<file path="src/hold_avg_pkg.sv">
// shared constants and carrier types for the holdover averager and tuning limiter
package hold_avg_pkg;

    // ****************************************************************
    // widths
    // ****************************************************************
    localparam int FTW_W = 48;
    localparam int EXP_W = 4;
    localparam int CNT_W = 17;
    localparam int ACC_W = 64;
    localparam int SHIFT_W = 5;

    // ****************************************************************
    // reset values
    // ****************************************************************
    // half the system sample rate on a 48-bit tuning word
    localparam logic [FTW_W-1:0] FTW_UPPER_RST = 48'h8000_0000_0000;
    localparam logic [FTW_W-1:0] FTW_LOWER_RST = 48'h0000_0000_0000;
    localparam logic [FTW_W-1:0] FTW_ZERO = 48'h0000_0000_0000;
    localparam logic [ACC_W-1:0] ACC_ZERO = 64'h0000_0000_0000_0000;
    localparam logic [CNT_W-1:0] CNT_ZERO = 17'h0_0000;
    localparam logic [CNT_W-1:0] CNT_ONE = 17'h0_0001;
    localparam logic [SHIFT_W-1:0] SHIFT_ONE = 5'h01;

    // ****************************************************************
    // types
    // ****************************************************************
    typedef struct packed {
        logic samplerEnable;
        logic averageSelect;
        logic [EXP_W-1:0] blockExponent;
    } sampler_cfg_type;

    typedef struct packed {
        logic load;
        logic [FTW_W-1:0] upper;
        logic [FTW_W-1:0] lower;
    } limit_cfg_type;

    typedef enum logic [0:0] {
        TRACK = 1'b0,
        HOLD = 1'b1
    } hold_state_type;

endpackage

</file>
<file path="src/avg_pipe.sv">
// two-stage pipeline of completed block averages
`timescale 1ns/1ps
module avg_pipe
    import hold_avg_pkg::*;
(
    input wire logic clk,
    input wire logic rst,
    input wire logic push,
    input wire logic [FTW_W-1:0] din,
    output logic [FTW_W-1:0] lastStage,
    output logic lastValid
);

    logic [FTW_W-1:0] stage1_r;
    logic [FTW_W-1:0] stage1_nxt;
    logic [FTW_W-1:0] stage2_r;
    logic [FTW_W-1:0] stage2_nxt;
    logic [1:0] fill_r;
    logic [1:0] fill_nxt;

    always_comb
    begin
        stage1_nxt = stage1_r;
        stage2_nxt = stage2_r;
        fill_nxt = fill_r;
        if (push)
        begin
            stage1_nxt = din;
            stage2_nxt = stage1_r;
            fill_nxt = {fill_r[0], 1'b1};
        end
    end

    always_ff @(posedge clk or posedge rst)
    begin
        if (rst)
        begin
            stage1_r <= FTW_ZERO;
            stage2_r <= FTW_ZERO;
            fill_r <= 2'h0;
        end
        else
        begin
            stage1_r <= stage1_nxt;
            stage2_r <= stage2_nxt;
            fill_r <= fill_nxt;
        end
    end

    assign lastStage = stage2_r;
    assign lastValid = fill_r[1];

endmodule

</file>
<file path="src/holdover_averager_tuning_limiter.sv">
// holdover sampler/averager with tuning-word limiter in front of the dds
//
// How it works
// while samplerEnable is high every loop-filter sample is taken in the background; one arriving in the first cycle of a new averageSelect value is dropped.
// the sampler output feeds the traceWord output and the holdover capture logic.
// on holdover entry the dds word becomes the latest sampler value, or in averaging mode the pipeline's last stage when fresh.
// with averageSelect low samples pass unchanged, one per loop-filter sample.
// with averageSelect high, blocks of 2^(blockExponent+1) samples are averaged.
// in averaging mode one result leaves per completed block.
// each average enters a two-stage pipeline and holdover reads its last stage once it holds two fresh averages.
// the pipeline holds each average back by one block period.
// the tuning word is 48 bits spanning zero to half the sample rate.
// the tuning word is clipped to the programmed upper and lower bounds.
// after reset the bounds are half the sample rate and zero, so no clipping occurs.
// software should narrow the bounds carefully since tight limits may destabilise the loop.
// while holdover is asserted the dds gets the static held word, not the loop filter.
// the accumulator restarts each block and the sum is divided by a right shift.
`timescale 1ns/1ps
module holdover_averager_tuning_limiter
    import hold_avg_pkg::*;
(
    input wire logic clk,
    input wire logic rst,
    input wire sampler_cfg_type samplerCfg,
    input wire limit_cfg_type limitCfg,
    input wire logic [FTW_W-1:0] loopWord,
    input wire logic loopValid,
    input wire logic holdover,
    output logic [FTW_W-1:0] traceWord,
    output logic traceValid,
    output logic [FTW_W-1:0] ddsWord,
    output logic ddsValid,
    output logic holdActive,
    output logic [FTW_W-1:0] upperBound,
    output logic [FTW_W-1:0] lowerBound
);

    // ****************************************************************
    // helpers
    // ****************************************************************
    function automatic logic [SHIFT_W-1:0] blockShift(input logic [EXP_W-1:0] e);
        // five bits wide, so an exponent of fifteen still shifts by sixteen
        return SHIFT_W'(e) + SHIFT_ONE;
    endfunction

    function automatic logic [CNT_W-1:0] blockLast(input logic [EXP_W-1:0] e);
        logic [CNT_W-1:0] len;
        len = CNT_ONE << blockShift(e);
        return len - CNT_ONE;
    endfunction

    function automatic logic [FTW_W-1:0] clip(
        input logic [FTW_W-1:0] w,
        input logic [FTW_W-1:0] hi,
        input logic [FTW_W-1:0] lo
    );
        logic [FTW_W-1:0] r;
        r = w;
        if (w > hi)
        begin
            r = hi;
        end
        else if (w < lo)
        begin
            r = lo;
        end
        return r;
    endfunction

    // ****************************************************************
    // sampler / averager
    // ****************************************************************
    logic [ACC_W-1:0] acc_r;
    logic [ACC_W-1:0] acc_nxt;
    logic [CNT_W-1:0] count_r;
    logic [CNT_W-1:0] count_nxt;
    logic [FTW_W-1:0] traceWord_r;
    logic [FTW_W-1:0] traceWord_nxt;
    logic traceValid_r;
    logic traceValid_nxt;
    logic avgPush;
    logic [FTW_W-1:0] avgValue;
    logic [ACC_W-1:0] blockSum;
    logic [SHIFT_W-1:0] shiftBy;
    logic [FTW_W-1:0] pipeLast;
    logic pipeValid;
    logic modeAvg_r;
    logic modeAvg_nxt;
    logic restart;

    always_comb
    begin
        acc_nxt = acc_r;
        count_nxt = count_r;
        traceWord_nxt = traceWord_r;
        traceValid_nxt = 1'b0;
        avgPush = 1'b0;
        // block restarts on a mode change so a mixed block never completes
        modeAvg_nxt = samplerCfg.averageSelect;
        shiftBy = blockShift(samplerCfg.blockExponent);
        // first sample of a block replaces the sum
        blockSum = ((count_r == CNT_ZERO) ? ACC_ZERO : acc_r) + ACC_W'(loopWord);
        avgValue = FTW_W'(blockSum >> shiftBy);
        restart = !samplerCfg.samplerEnable || (modeAvg_r != samplerCfg.averageSelect);
        if (restart)
        begin
            acc_nxt = ACC_ZERO;
            count_nxt = CNT_ZERO;
        end
        else if (loopValid)
        begin
            if (!samplerCfg.averageSelect)
            begin
                traceWord_nxt = loopWord;
                traceValid_nxt = 1'b1;
            end
            else if (count_r >= blockLast(samplerCfg.blockExponent))
            begin
                traceWord_nxt = avgValue;
                traceValid_nxt = 1'b1;
                avgPush = 1'b1;
                acc_nxt = ACC_ZERO;
                count_nxt = CNT_ZERO;
            end
            else
            begin
                acc_nxt = blockSum;
                count_nxt = count_r + CNT_ONE;
            end
        end
    end

    always_ff @(posedge clk or posedge rst)
    begin
        if (rst)
        begin
            acc_r <= ACC_ZERO;
            count_r <= CNT_ZERO;
            traceWord_r <= FTW_ZERO;
            traceValid_r <= 1'b0;
            modeAvg_r <= 1'b0;
        end
        else
        begin
            acc_r <= acc_nxt;
            count_r <= count_nxt;
            traceWord_r <= traceWord_nxt;
            traceValid_r <= traceValid_nxt;
            modeAvg_r <= modeAvg_nxt;
        end
    end

    // pipeline shifts once per block, so the last stage lags by one block
    avg_pipe avg_pipe_inst
    (
        .clk(clk),
        .rst(rst),
        .push(avgPush),
        .din(avgValue),
        .lastStage(pipeLast),
        .lastValid(pipeValid)
    );

    // ****************************************************************
    // pipeline freshness
    // ****************************************************************
    // averages left in the pipeline from before a restart are stale and are never taken from its last stage
    logic [1:0] fresh_r;
    logic [1:0] fresh_nxt;
    logic pipeFresh;

    always_comb
    begin
        fresh_nxt = fresh_r;
        if (restart)
        begin
            fresh_nxt = 2'h0;
        end
        else if (avgPush)
        begin
            fresh_nxt = {fresh_r[0], 1'b1};
        end
        pipeFresh = fresh_r[1] && pipeValid;
    end

    always_ff @(posedge clk or posedge rst)
    begin
        if (rst)
        begin
            fresh_r <= 2'h0;
        end
        else
        begin
            fresh_r <= fresh_nxt;
        end
    end

    // ****************************************************************
    // tuning limits
    // ****************************************************************
    logic [FTW_W-1:0] upper_r;
    logic [FTW_W-1:0] upper_nxt;
    logic [FTW_W-1:0] lower_r;
    logic [FTW_W-1:0] lower_nxt;

    always_comb
    begin
        upper_nxt = upper_r;
        lower_nxt = lower_r;
        // narrowing is software's responsibility; nothing here checks loop stability
        if (limitCfg.load)
        begin
            upper_nxt = limitCfg.upper;
            lower_nxt = limitCfg.lower;
        end
    end

    always_ff @(posedge clk or posedge rst)
    begin
        if (rst)
        begin
            upper_r <= FTW_UPPER_RST;
            lower_r <= FTW_LOWER_RST;
        end
        else
        begin
            upper_r <= upper_nxt;
            lower_r <= lower_nxt;
        end
    end

    // ****************************************************************
    // holdover capture and dds word
    // ****************************************************************
    hold_state_type state_r;
    hold_state_type state_nxt;
    logic [FTW_W-1:0] held_r;
    logic [FTW_W-1:0] held_nxt;
    logic [FTW_W-1:0] ddsWord_r;
    logic [FTW_W-1:0] ddsWord_nxt;
    logic ddsValid_r;
    logic ddsValid_nxt;
    logic [FTW_W-1:0] holdSource;
    logic holdActive_r;
    logic holdActive_nxt;

    always_comb
    begin
        state_nxt = state_r;
        held_nxt = held_r;
        ddsWord_nxt = ddsWord_r;
        ddsValid_nxt = 1'b0;
        // averaging takes the settled last stage once two fresh averages exist, else the newest word; pass-through the newest sample
        holdSource = traceWord_r;
        if (modeAvg_r && pipeFresh)
        begin
            holdSource = pipeLast;
        end
        case (state_r)
            TRACK:
            begin
                if (holdover)
                begin
                    state_nxt = HOLD;
                    held_nxt = clip(holdSource, upper_r, lower_r);
                    ddsWord_nxt = held_nxt;
                    ddsValid_nxt = 1'b1;
                end
                else if (loopValid)
                begin
                    ddsWord_nxt = clip(loopWord, upper_r, lower_r);
                    ddsValid_nxt = 1'b1;
                end
            end
            HOLD:
            begin
                ddsWord_nxt = held_r;
                if (!holdover)
                begin
                    state_nxt = TRACK;
                end
            end
            default:
            begin
                state_nxt = TRACK;
            end
        endcase
        // registered copy of the state so the flag leaves straight from a flop
        holdActive_nxt = (state_nxt == HOLD);
    end

    always_ff @(posedge clk or posedge rst)
    begin
        if (rst)
        begin
            state_r <= TRACK;
            held_r <= FTW_ZERO;
            ddsWord_r <= FTW_ZERO;
            ddsValid_r <= 1'b0;
            holdActive_r <= 1'b0;
        end
        else
        begin
            state_r <= state_nxt;
            held_r <= held_nxt;
            ddsWord_r <= ddsWord_nxt;
            ddsValid_r <= ddsValid_nxt;
            holdActive_r <= holdActive_nxt;
        end
    end

    assign traceWord = traceWord_r;
    assign traceValid = traceValid_r;
    assign ddsWord = ddsWord_r;
    assign ddsValid = ddsValid_r;
    assign holdActive = holdActive_r;
    assign upperBound = upper_r;
    assign lowerBound = lower_r;

endmodule

</file>
<file path="config.mk">
export PLATFORM = sky130hd
export DESIGN_NAME = holdover_averager_tuning_limiter
export DESIGN_NICKNAME = d
export VERILOG_FILES = /design/src/hold_avg_pkg.sv /design/src/avg_pipe.sv /design/src/holdover_averager_tuning_limiter.sv
export SDC_FILE = /design/constraint.sdc
export NUM_CORES = 2
export LEC_CHECK = 0
export BUFFER_PORTS_ARGS = -buffer_cell sky130_fd_sc_hd__buf_2
export CELL_PAD_IN_SITES_DETAIL_PLACEMENT = 1
export CELL_PAD_IN_SITES_GLOBAL_PLACEMENT = 2
export CORE_MARGIN = 1
export CORE_UTILIZATION = 37
export CTS_BUF_LIST = sky130_fd_sc_hd__clkbuf_8
export DETAILED_ROUTE_END_ITERATION = 10
export HOLD_SLACK_MARGIN = 0.1
export PLACE_DENSITY = 0.83
export REMOVE_ABC_BUFFERS = 1
export SLEW_MARGIN = 10
export SYNTH_ARGS = -nofsm -noshare
export SYNTH_HDL_FRONTEND = slang
export SYNTH_SLANG_ARGS = --single-unit
</file>
<file path="constraint.sdc">
create_clock -name clk -period 17.7 [get_ports clk]
set_input_delay 3.54 -clock clk [delete_from_list [all_inputs] [get_ports clk]]
set_output_delay 3.54 -clock clk [all_outputs]
set_load 0.01 [all_outputs]
</file>
==> Word-level counts from Yosys, hierarchy flattened <==
Index checks and enable logic that the tools add are counted.
{ "word_totals": {"reg_bits": 425, "in_bits": 155, "out_inout_bits": 195, "wordCells": 74} }
{ "op_classes": {"add_sub_neg": 4, "n_lt_le_gt_ge": 5, "n_eq_ne": 3, "shift": 2, "muxes": 32, "bitwise_logic": 2, "reduce_logical": 11} }
{ "op_table": {"columns": ["operator", "n"], "rows": [
  ["$mux W48", 9],
  ["$mux W64", 5],
  ["$gt A48 B48 Y1", 2],
  ["$lt A48 B48 Y1", 2],
  ["$pmux W48 S2", 1],
  ["$mux W17", 4],
  ["$add A64 B48 Y64", 1],
  ["$shr A64 B5 Y48", 1],
  ["$add A17 B1 Y17 const B", 1],
  ["$ge A17 B17 Y1", 1],
  ["$logic_not A17 Y1", 1],
  ["$shl A1 B5 Y17 const A", 1],
  ["$sub A17 B1 Y17 const B", 1],
  ["$mux W1", 11],
  ["$reduce_bool A2 Y1", 3],
  ["$add A4 B1 Y5 const B", 1],
  ["$mux W2", 2],
  ["$reduce_and A2 Y1", 2],
  ["$ne A3 B3 Y1 const B", 1],
  ["$reduce_and A3 Y1", 1],
  ["$logic_and A1 B1 Y1", 2],
  ["$ne A2 B1 Y1 const B", 1],
  ["$not A1 Y1", 2],
  ["$logic_not A1 Y1", 1],
  ["other kinds (2)", 2]
]} }

==> Depth between registers and ports, before layout <==
{ "depth": {"word_depth": 10, "depth_mapped": 25, "mapped_depth_nobuf": 19} }

==> Cells and area by module <==
Synthesis repeated with hierarchy kept, for this count alone.
{ "hier_totals": {"cells_unflattened": 3424, "area_unflattened_um2": 31652.9} }
{ "modules_own_cells": {"columns": ["mod", "n_inst", "cells_per_inst", "area_per_inst_um2", "seq_area_each_um2"], "rows": [
  ["holdover_averager_tuning_limiter", 1, 3216, 27946.8, 8184.1],
  ["avg_pipe", 1, 208, 3706.1, 2452.4]
]} }

==> Least setup slack after synthesis <==
Ideal clock, no wire load.
{ "synth_path": {"kind": "in2reg", "start": "in samplerCfg[1] (netlist name)", "end": "reg traceWord_r[43] (netlist: traceWord[43])", "setup_ns": 0.094, "arrival_ns": 7.708, "required_ns": 17.606, "path_slack_ns": 9.898, "stages": 20, "path_buffers": 7, "cell_sequence": "clkbuf_1 -> clkbuf_1 -> buf_1 -> clkbuf_1 -> buf_1 -> nor2_1 -> nor2_1 -> a21oi_1 -> ha_1 -> a21o_1 -> a21o_1 -> a21oi_1 -> a21boi_0 -> a2111o_1 -> a211o_1 -> nand2_1 -> clkbuf_1 -> clkbuf_1 -> nor3_1 -> a211oi_1"} }
{ "synth_via": {"elab_chain_cells": 6, "elab_cells_between_ends": 9, "classes_between": "add/sub: 2; order compare: 1; eq/ne: 1; shift: 2; mux: 2; reduce/logical: 1"} }
{ "synth_lines": {"columns": ["item", "line_no", "rtl"], "rows": [
  ["start, declared", "holdover_averager_tuning_limiter.sv:24", "input wire sampler_cfg_type samplerCfg,"],
  ["$add A4 B1 Y5 (*)", "holdover_averager_tuning_limiter.sv:43", "return SHIFT_W'(e) + SHIFT_ONE;"],
  ["$shl A1 B5 Y17", "holdover_averager_tuning_limiter.sv:48", "len = CNT_ONE << blockShift(e);"],
  ["$sub A17 B1 Y17", "holdover_averager_tuning_limiter.sv:49", "return len - CNT_ONE;"],
  ["$ge A17 B17 Y1", "holdover_averager_tuning_limiter.sv:117", "else if (count_r >= blockLast(samplerCfg.blockExponent))"],
  ["$ne A2 B1 Y1 (no line)", null, null],
  ["$reduce_and A3 Y1 (no line)", null, null],
  ["end signal, assigned", "holdover_averager_tuning_limiter.sv:147", "traceWord_r <= traceWord_nxt;"],
  ["end, declared", "holdover_averager_tuning_limiter.sv:77", "logic [FTW_W-1:0] traceWord_r;"]
]} }
Mark *: on every way between the ends. The rest lies on a longest branch, timed or not. The select of a mux whose other input is x is not followed.
A chain may end at the register's enable or synchronous reset.

==> Worst setup path in the final report <==
{ "layout_path": {"start": "in samplerCfg[2] (netlist name)", "end": "reg traceWord_r[26] (netlist: traceWord[26])"} }
Same word-level chain as after synthesis.

==> summary.md <==
The number of placed instances, taps included, is 5254. The logs give 9.06 ns for the signal arrival time at the worst endpoint and 109000 um for the post-DP HPWL. After clock tree synthesis, the setup repair step added 0 buffers. In this run, synthesis inferred 0 flip-flops with an integrated enable. The reported max-cap violation count was 0. The number of hold violations in the final report was 0.

The die covers 90700 sq um. The global placement routability congestion was 1.04. The total core area was 88500 sq um. For this run, the top clock speed supported by timing is 0.118 GHz. STA classifies the critical path endpoint as a register. The boundary pin count was 350; the total power divided by cell area was 85.5 nW/um^2. The fill cell total of the finished layout is 10700. The first global-routing pass estimated 214000 um of wire. Cell taking the most area after synthesis: sky130_fd_sc_hd__dfrtp_1. Once layout is complete, the cells apart from fillers number 5411. Adding up every negative setup slack in the final design gives 0 ns. The post-synthesis area per instance is 8.36 sq um, and the worst-case headroom to the max-slew limit is 0.160.

The final routed wire length divided by cell count is 26.3 um. The logs give 33100 for the via count of the first global-routing pass and 0.374 for the effective utilization at floorplan. The logs give 0.0665 ns for the worst clock skew on the final layout and 0.423 for the final core area utilization.

The run gives 3 as the number of antenna violations at the first check in global routing. Buffers inserted to repair hold after CTS numbered 0. The logs give 88 for the number of remaining DRC errors and 4588 for the net count reported at finish. The H-tree was split into 3 levels. For the maximum resistive drop on vdd, the log shows 0.0000866 V.

Worst slack at placement: 8.52 ns. The first detailed-routing pass took 9 iterations. The share of the clock period used by the worst path after layout was 0.477; the initial DRC count was 2709. Detailed routing placed a total of 8990 um of wire on met3. For this run, the number of Yosys warnings is 0. The count of buffers inserted at the top-level ports works out to 349.

Sorting the synthesized cells by area gives the leading types as sky130_fd_sc_hd__dfrtp_1 32%, sky130_fd_sc_hd__ha_1 9.8%, sky130_fd_sc_hd__nand2_1 7.3%, sky130_fd_sc_hd__o21ai_0 5.7%, sky130_fd_sc_hd__a21oi_1 4.1%. The number of buffers and inverters on the critical path was 2; the count of cell types in the netlist was 106. Summing all flip-flop and latch instances after layout gives 10600 sq um. The family with the most delay on the worst path is compound AO/OA/AOI/OAI gates. In the synthesized netlist, the cells that appear most often are 641 x sky130_fd_sc_hd__nand2_1, 424 x sky130_fd_sc_hd__dfrtp_1, 377 x sky130_fd_sc_hd__o21ai_0.

The total global-route track usage is 0.310, and the fraction of final layout cells with drive strength greater than 1 is 0.165. Number of cells upsized or downsized after cts: 0. Traced cell by cell, the critical path runs through buf_2, nor2_1, nand2_1, ha_1, nor2_1, nand2_1, o21ai_0, a21oi_1, ha_1, a21o_1, a21o_1, a21oi_1, a21boi_0, a2111o_1, a21o_1, nand2_4, buf_4, a211oi_1, a211o_1. The part of the Yosys area used for sequential elements came out at 0.321. The maximum fanout encountered on the critical timing path was 74. The finished cells cover 37500 sq um. Summing every instance area after synthesis gives 33100 sq um. Once routing completed, OpenROAD measured the worst setup slack at 9.25 ns. Clock-pin slew was measured on the worst setup and hold paths at 0.06 ns. The number of sinks driven by the clock tree is 425, and the synthesis-to-layout area growth is 13.1%.

Hold is met by 0.455 ns. The setup path with the least slack is of type in2reg. The run finished, with violations left.

Setup violations remaining at the end of the flow were counted as 0. The final route contains 33000 vias. Total power after layout: 3.20 mW. The async set-or-reset flop fraction in the synthesized netlist works out to 1.00. Setup repair after global routing left no endpoint under its margin.

For this run, the slowest stage of the critical path takes 0.75 ns. Summed over all layers, the global routing overflow is 0. Area share of the largest cell type after synthesis: 0.321. STA classifies the critical path startpoint as an input port. The detailed router used layers up to and including met4.

Summed over all cells, the static leakage comes to 18.0 nW. The worst min-delay path category was reg2reg. At the pin with the least slew margin, the transition time is 1.26 ns.

The largest buffer count on any clock path came out at 3. For the final max-slew violation count, the log shows 0. By instance count, the leading cell after synthesis is sky130_fd_sc_hd__nand2_1. The required time at the worst-slack endpoint is 18.31 ns. The tools report the library cell used as clock root buffer as sky130_fd_sc_hd__clkbuf_8. The checks that failed: design-rule violations. Critical-path cell with the highest stage delay: sky130_fd_sc_hd__nor2_1.

Floorplan die width: 301 um. The number of buffers created by CTS came out at 83. Summed over all layers, the routed wires come to 142000 um. At the later pin of the worst-skew pair, clock insertion delay measures 0.76 ns. For this block, wires on met1 add up to 64000 um. Commonest register cell after synthesis: sky130_fd_sc_hd__dfrtp_1. The count of nets left with antenna violations once routing finished came out at 0. The routed design could run at a clock period as short as 8.45 ns. The met2 layer wire length in the routed design was 64200 um.

TritonCTS built the clock tree. In the routed layout, each cell is associated on average with a via count of 6.09. Counting every instance in the synthesized netlist gives 3959. For the placed instance area, the log shows 35700 sq um. The cell repeated most along the worst path was sky130_fd_sc_hd__a21o_1. In this run the core area contains 109 standard-cell rows. The footprint of the multi-input gates is 21000 sq um, and the die outline height is 301 um. The synthesized design contains 425 register bits. Entering global routing, the biggest net connects 106 pins.
==> cells by family after synthesis <==
group,share of synthesized area
AO/OA/AOI/OAI,0.236
other,0.000113
adder cells (fa/ha/maj),0.0981
XOR/XNOR,0.0169
flip-flops,0.321
AND/OR/NAND/NOR,0.191
multiplexers,0.0872
buffers and inverters,0.0486
==> layout by cell type (no fill, tap or decap), types with 21 or more instances in the layout <==
| master | netlist | layout |
|---|---|---|
| sky130_fd_sc_hd__mux4_2 | 27 | 27 |
| sky130_fd_sc_hd__dfrtp_1 | 424 | 423 |
| sky130_fd_sc_hd__nor2_1 | 231 | 229 |
| sky130_fd_sc_hd__and2_1 | 62 | 62 |
| sky130_fd_sc_hd__a211o_1 | 21 | 21 |
| sky130_fd_sc_hd__clkbuf_8 | 0 | 102 |
| sky130_fd_sc_hd__ha_1 | 258 | 258 |
| sky130_fd_sc_hd__a22o_1 | 40 | 40 |
| sky130_fd_sc_hd__o21ai_0 | 377 | 377 |
| sky130_fd_sc_hd__buf_2 | 37 | 348 |
| sky130_fd_sc_hd__nor3_1 | 48 | 47 |
| sky130_fd_sc_hd__nand3_1 | 54 | 53 |
| sky130_fd_sc_hd__xnor2_1 | 35 | 35 |
| sky130_fd_sc_hd__buf_4 | 8 | 49 |
| sky130_fd_sc_hd__o221ai_1 | 32 | 32 |
| sky130_fd_sc_hd__nand4_1 | 87 | 87 |
| sky130_fd_sc_hd__nor4_1 | 24 | 23 |
| sky130_fd_sc_hd__nand2b_1 | 60 | 58 |
| sky130_fd_sc_hd__o32a_1 | 28 | 28 |
| sky130_fd_sc_hd__nand2_1 | 641 | 637 |
| sky130_fd_sc_hd__xor2_1 | 29 | 29 |
| sky130_fd_sc_hd__o311ai_0 | 21 | 21 |
| sky130_fd_sc_hd__or3_1 | 23 | 23 |
| sky130_fd_sc_hd__mux2_2 | 81 | 81 |
| sky130_fd_sc_hd__o211ai_1 | 40 | 40 |
| sky130_fd_sc_hd__a211oi_1 | 36 | 35 |
| sky130_fd_sc_hd__a31oi_1 | 39 | 38 |
| sky130_fd_sc_hd__and3_1 | 51 | 51 |
| sky130_fd_sc_hd__mux2i_1 | 135 | 135 |
| sky130_fd_sc_hd__inv_1 | 135 | 167 |
| sky130_fd_sc_hd__a21o_1 | 100 | 100 |
| sky130_fd_sc_hd__a21oi_1 | 273 | 273 |
==> state kept, by name, indices dropped and copies added, names as in the netlist <==
register	count
ddsValid	1
traceValid	1
holdActive	1
avg_pipe_inst.fill_r	2
avg_pipe_inst.lastStage	48
lowerBound	48
held_r	48
count_r	17
traceWord	48
acc_r	64
modeAvg_r	1
avg_pipe_inst.stage1_r	48
upperBound	48
ddsWord	48
fresh_r	2
==> worst register-to-register path: cells and delay by family, from the launching register on <==
family	cells	cell delay [ns]
and+or+nand+nor	8	2.68
buffers and inverters	3	1.57
AOI/OAI and AO/OA	4	1.42
muxes	1	0.61
DFF	1	0.46
adders and majority gates	1	0.31
==> final cells by class <==
class,instances,share of cell area
inverter,137,0.0139
clock inverter,50,0.00798
timing repair buffer,398,0.0566
antenna,5,0.000334
tap,1165,0.0389
sequential,425,0.284
clock buffer,102,0.0375
multi-input combinational,3129,0.561
==> where the power goes <==
group | internal (mW) | total [mW] | switching, mW
clock | 0.553 | 1.03 | 0.478
sequential | 1.08 | 1.17 | 0.0862
combinational | 0.377 | 1.01 | 0.630
total | 2.01 | 3.20 | 1.19
==> layer usage <==
metal | vias up | track usage
li1 | 14900 | -
met1 | 16700 | 0.434
met2 | 1130 | 0.486
met3 | 235 | 0.0457
met4 | 0 | 0.109
met5 | - | 0
==> worst paths after layout <==
path / from / to / slack, ns / cells after the start
worst min-delay path: avg_pipe_inst.stage1_r[22] / avg_pipe_inst.lastStage[22] / 0.45 / 2
worst max register to register: modeAvg_r / ddsWord[4] / 10.55 / 17
max in group asynchronous: rst / upperBound[42] / 11.58 / 5
worst min register to register: avg_pipe_inst.stage1_r[22] / avg_pipe_inst.lastStage[22] / 0.45 / 2
worst max-delay path: samplerCfg[2] / traceWord[26] / 9.25 / 19
min in group asynchronous: rst / upperBound[10] / 2.87 / 2
No activity file was read; power rests on OpenSTA's default activity.
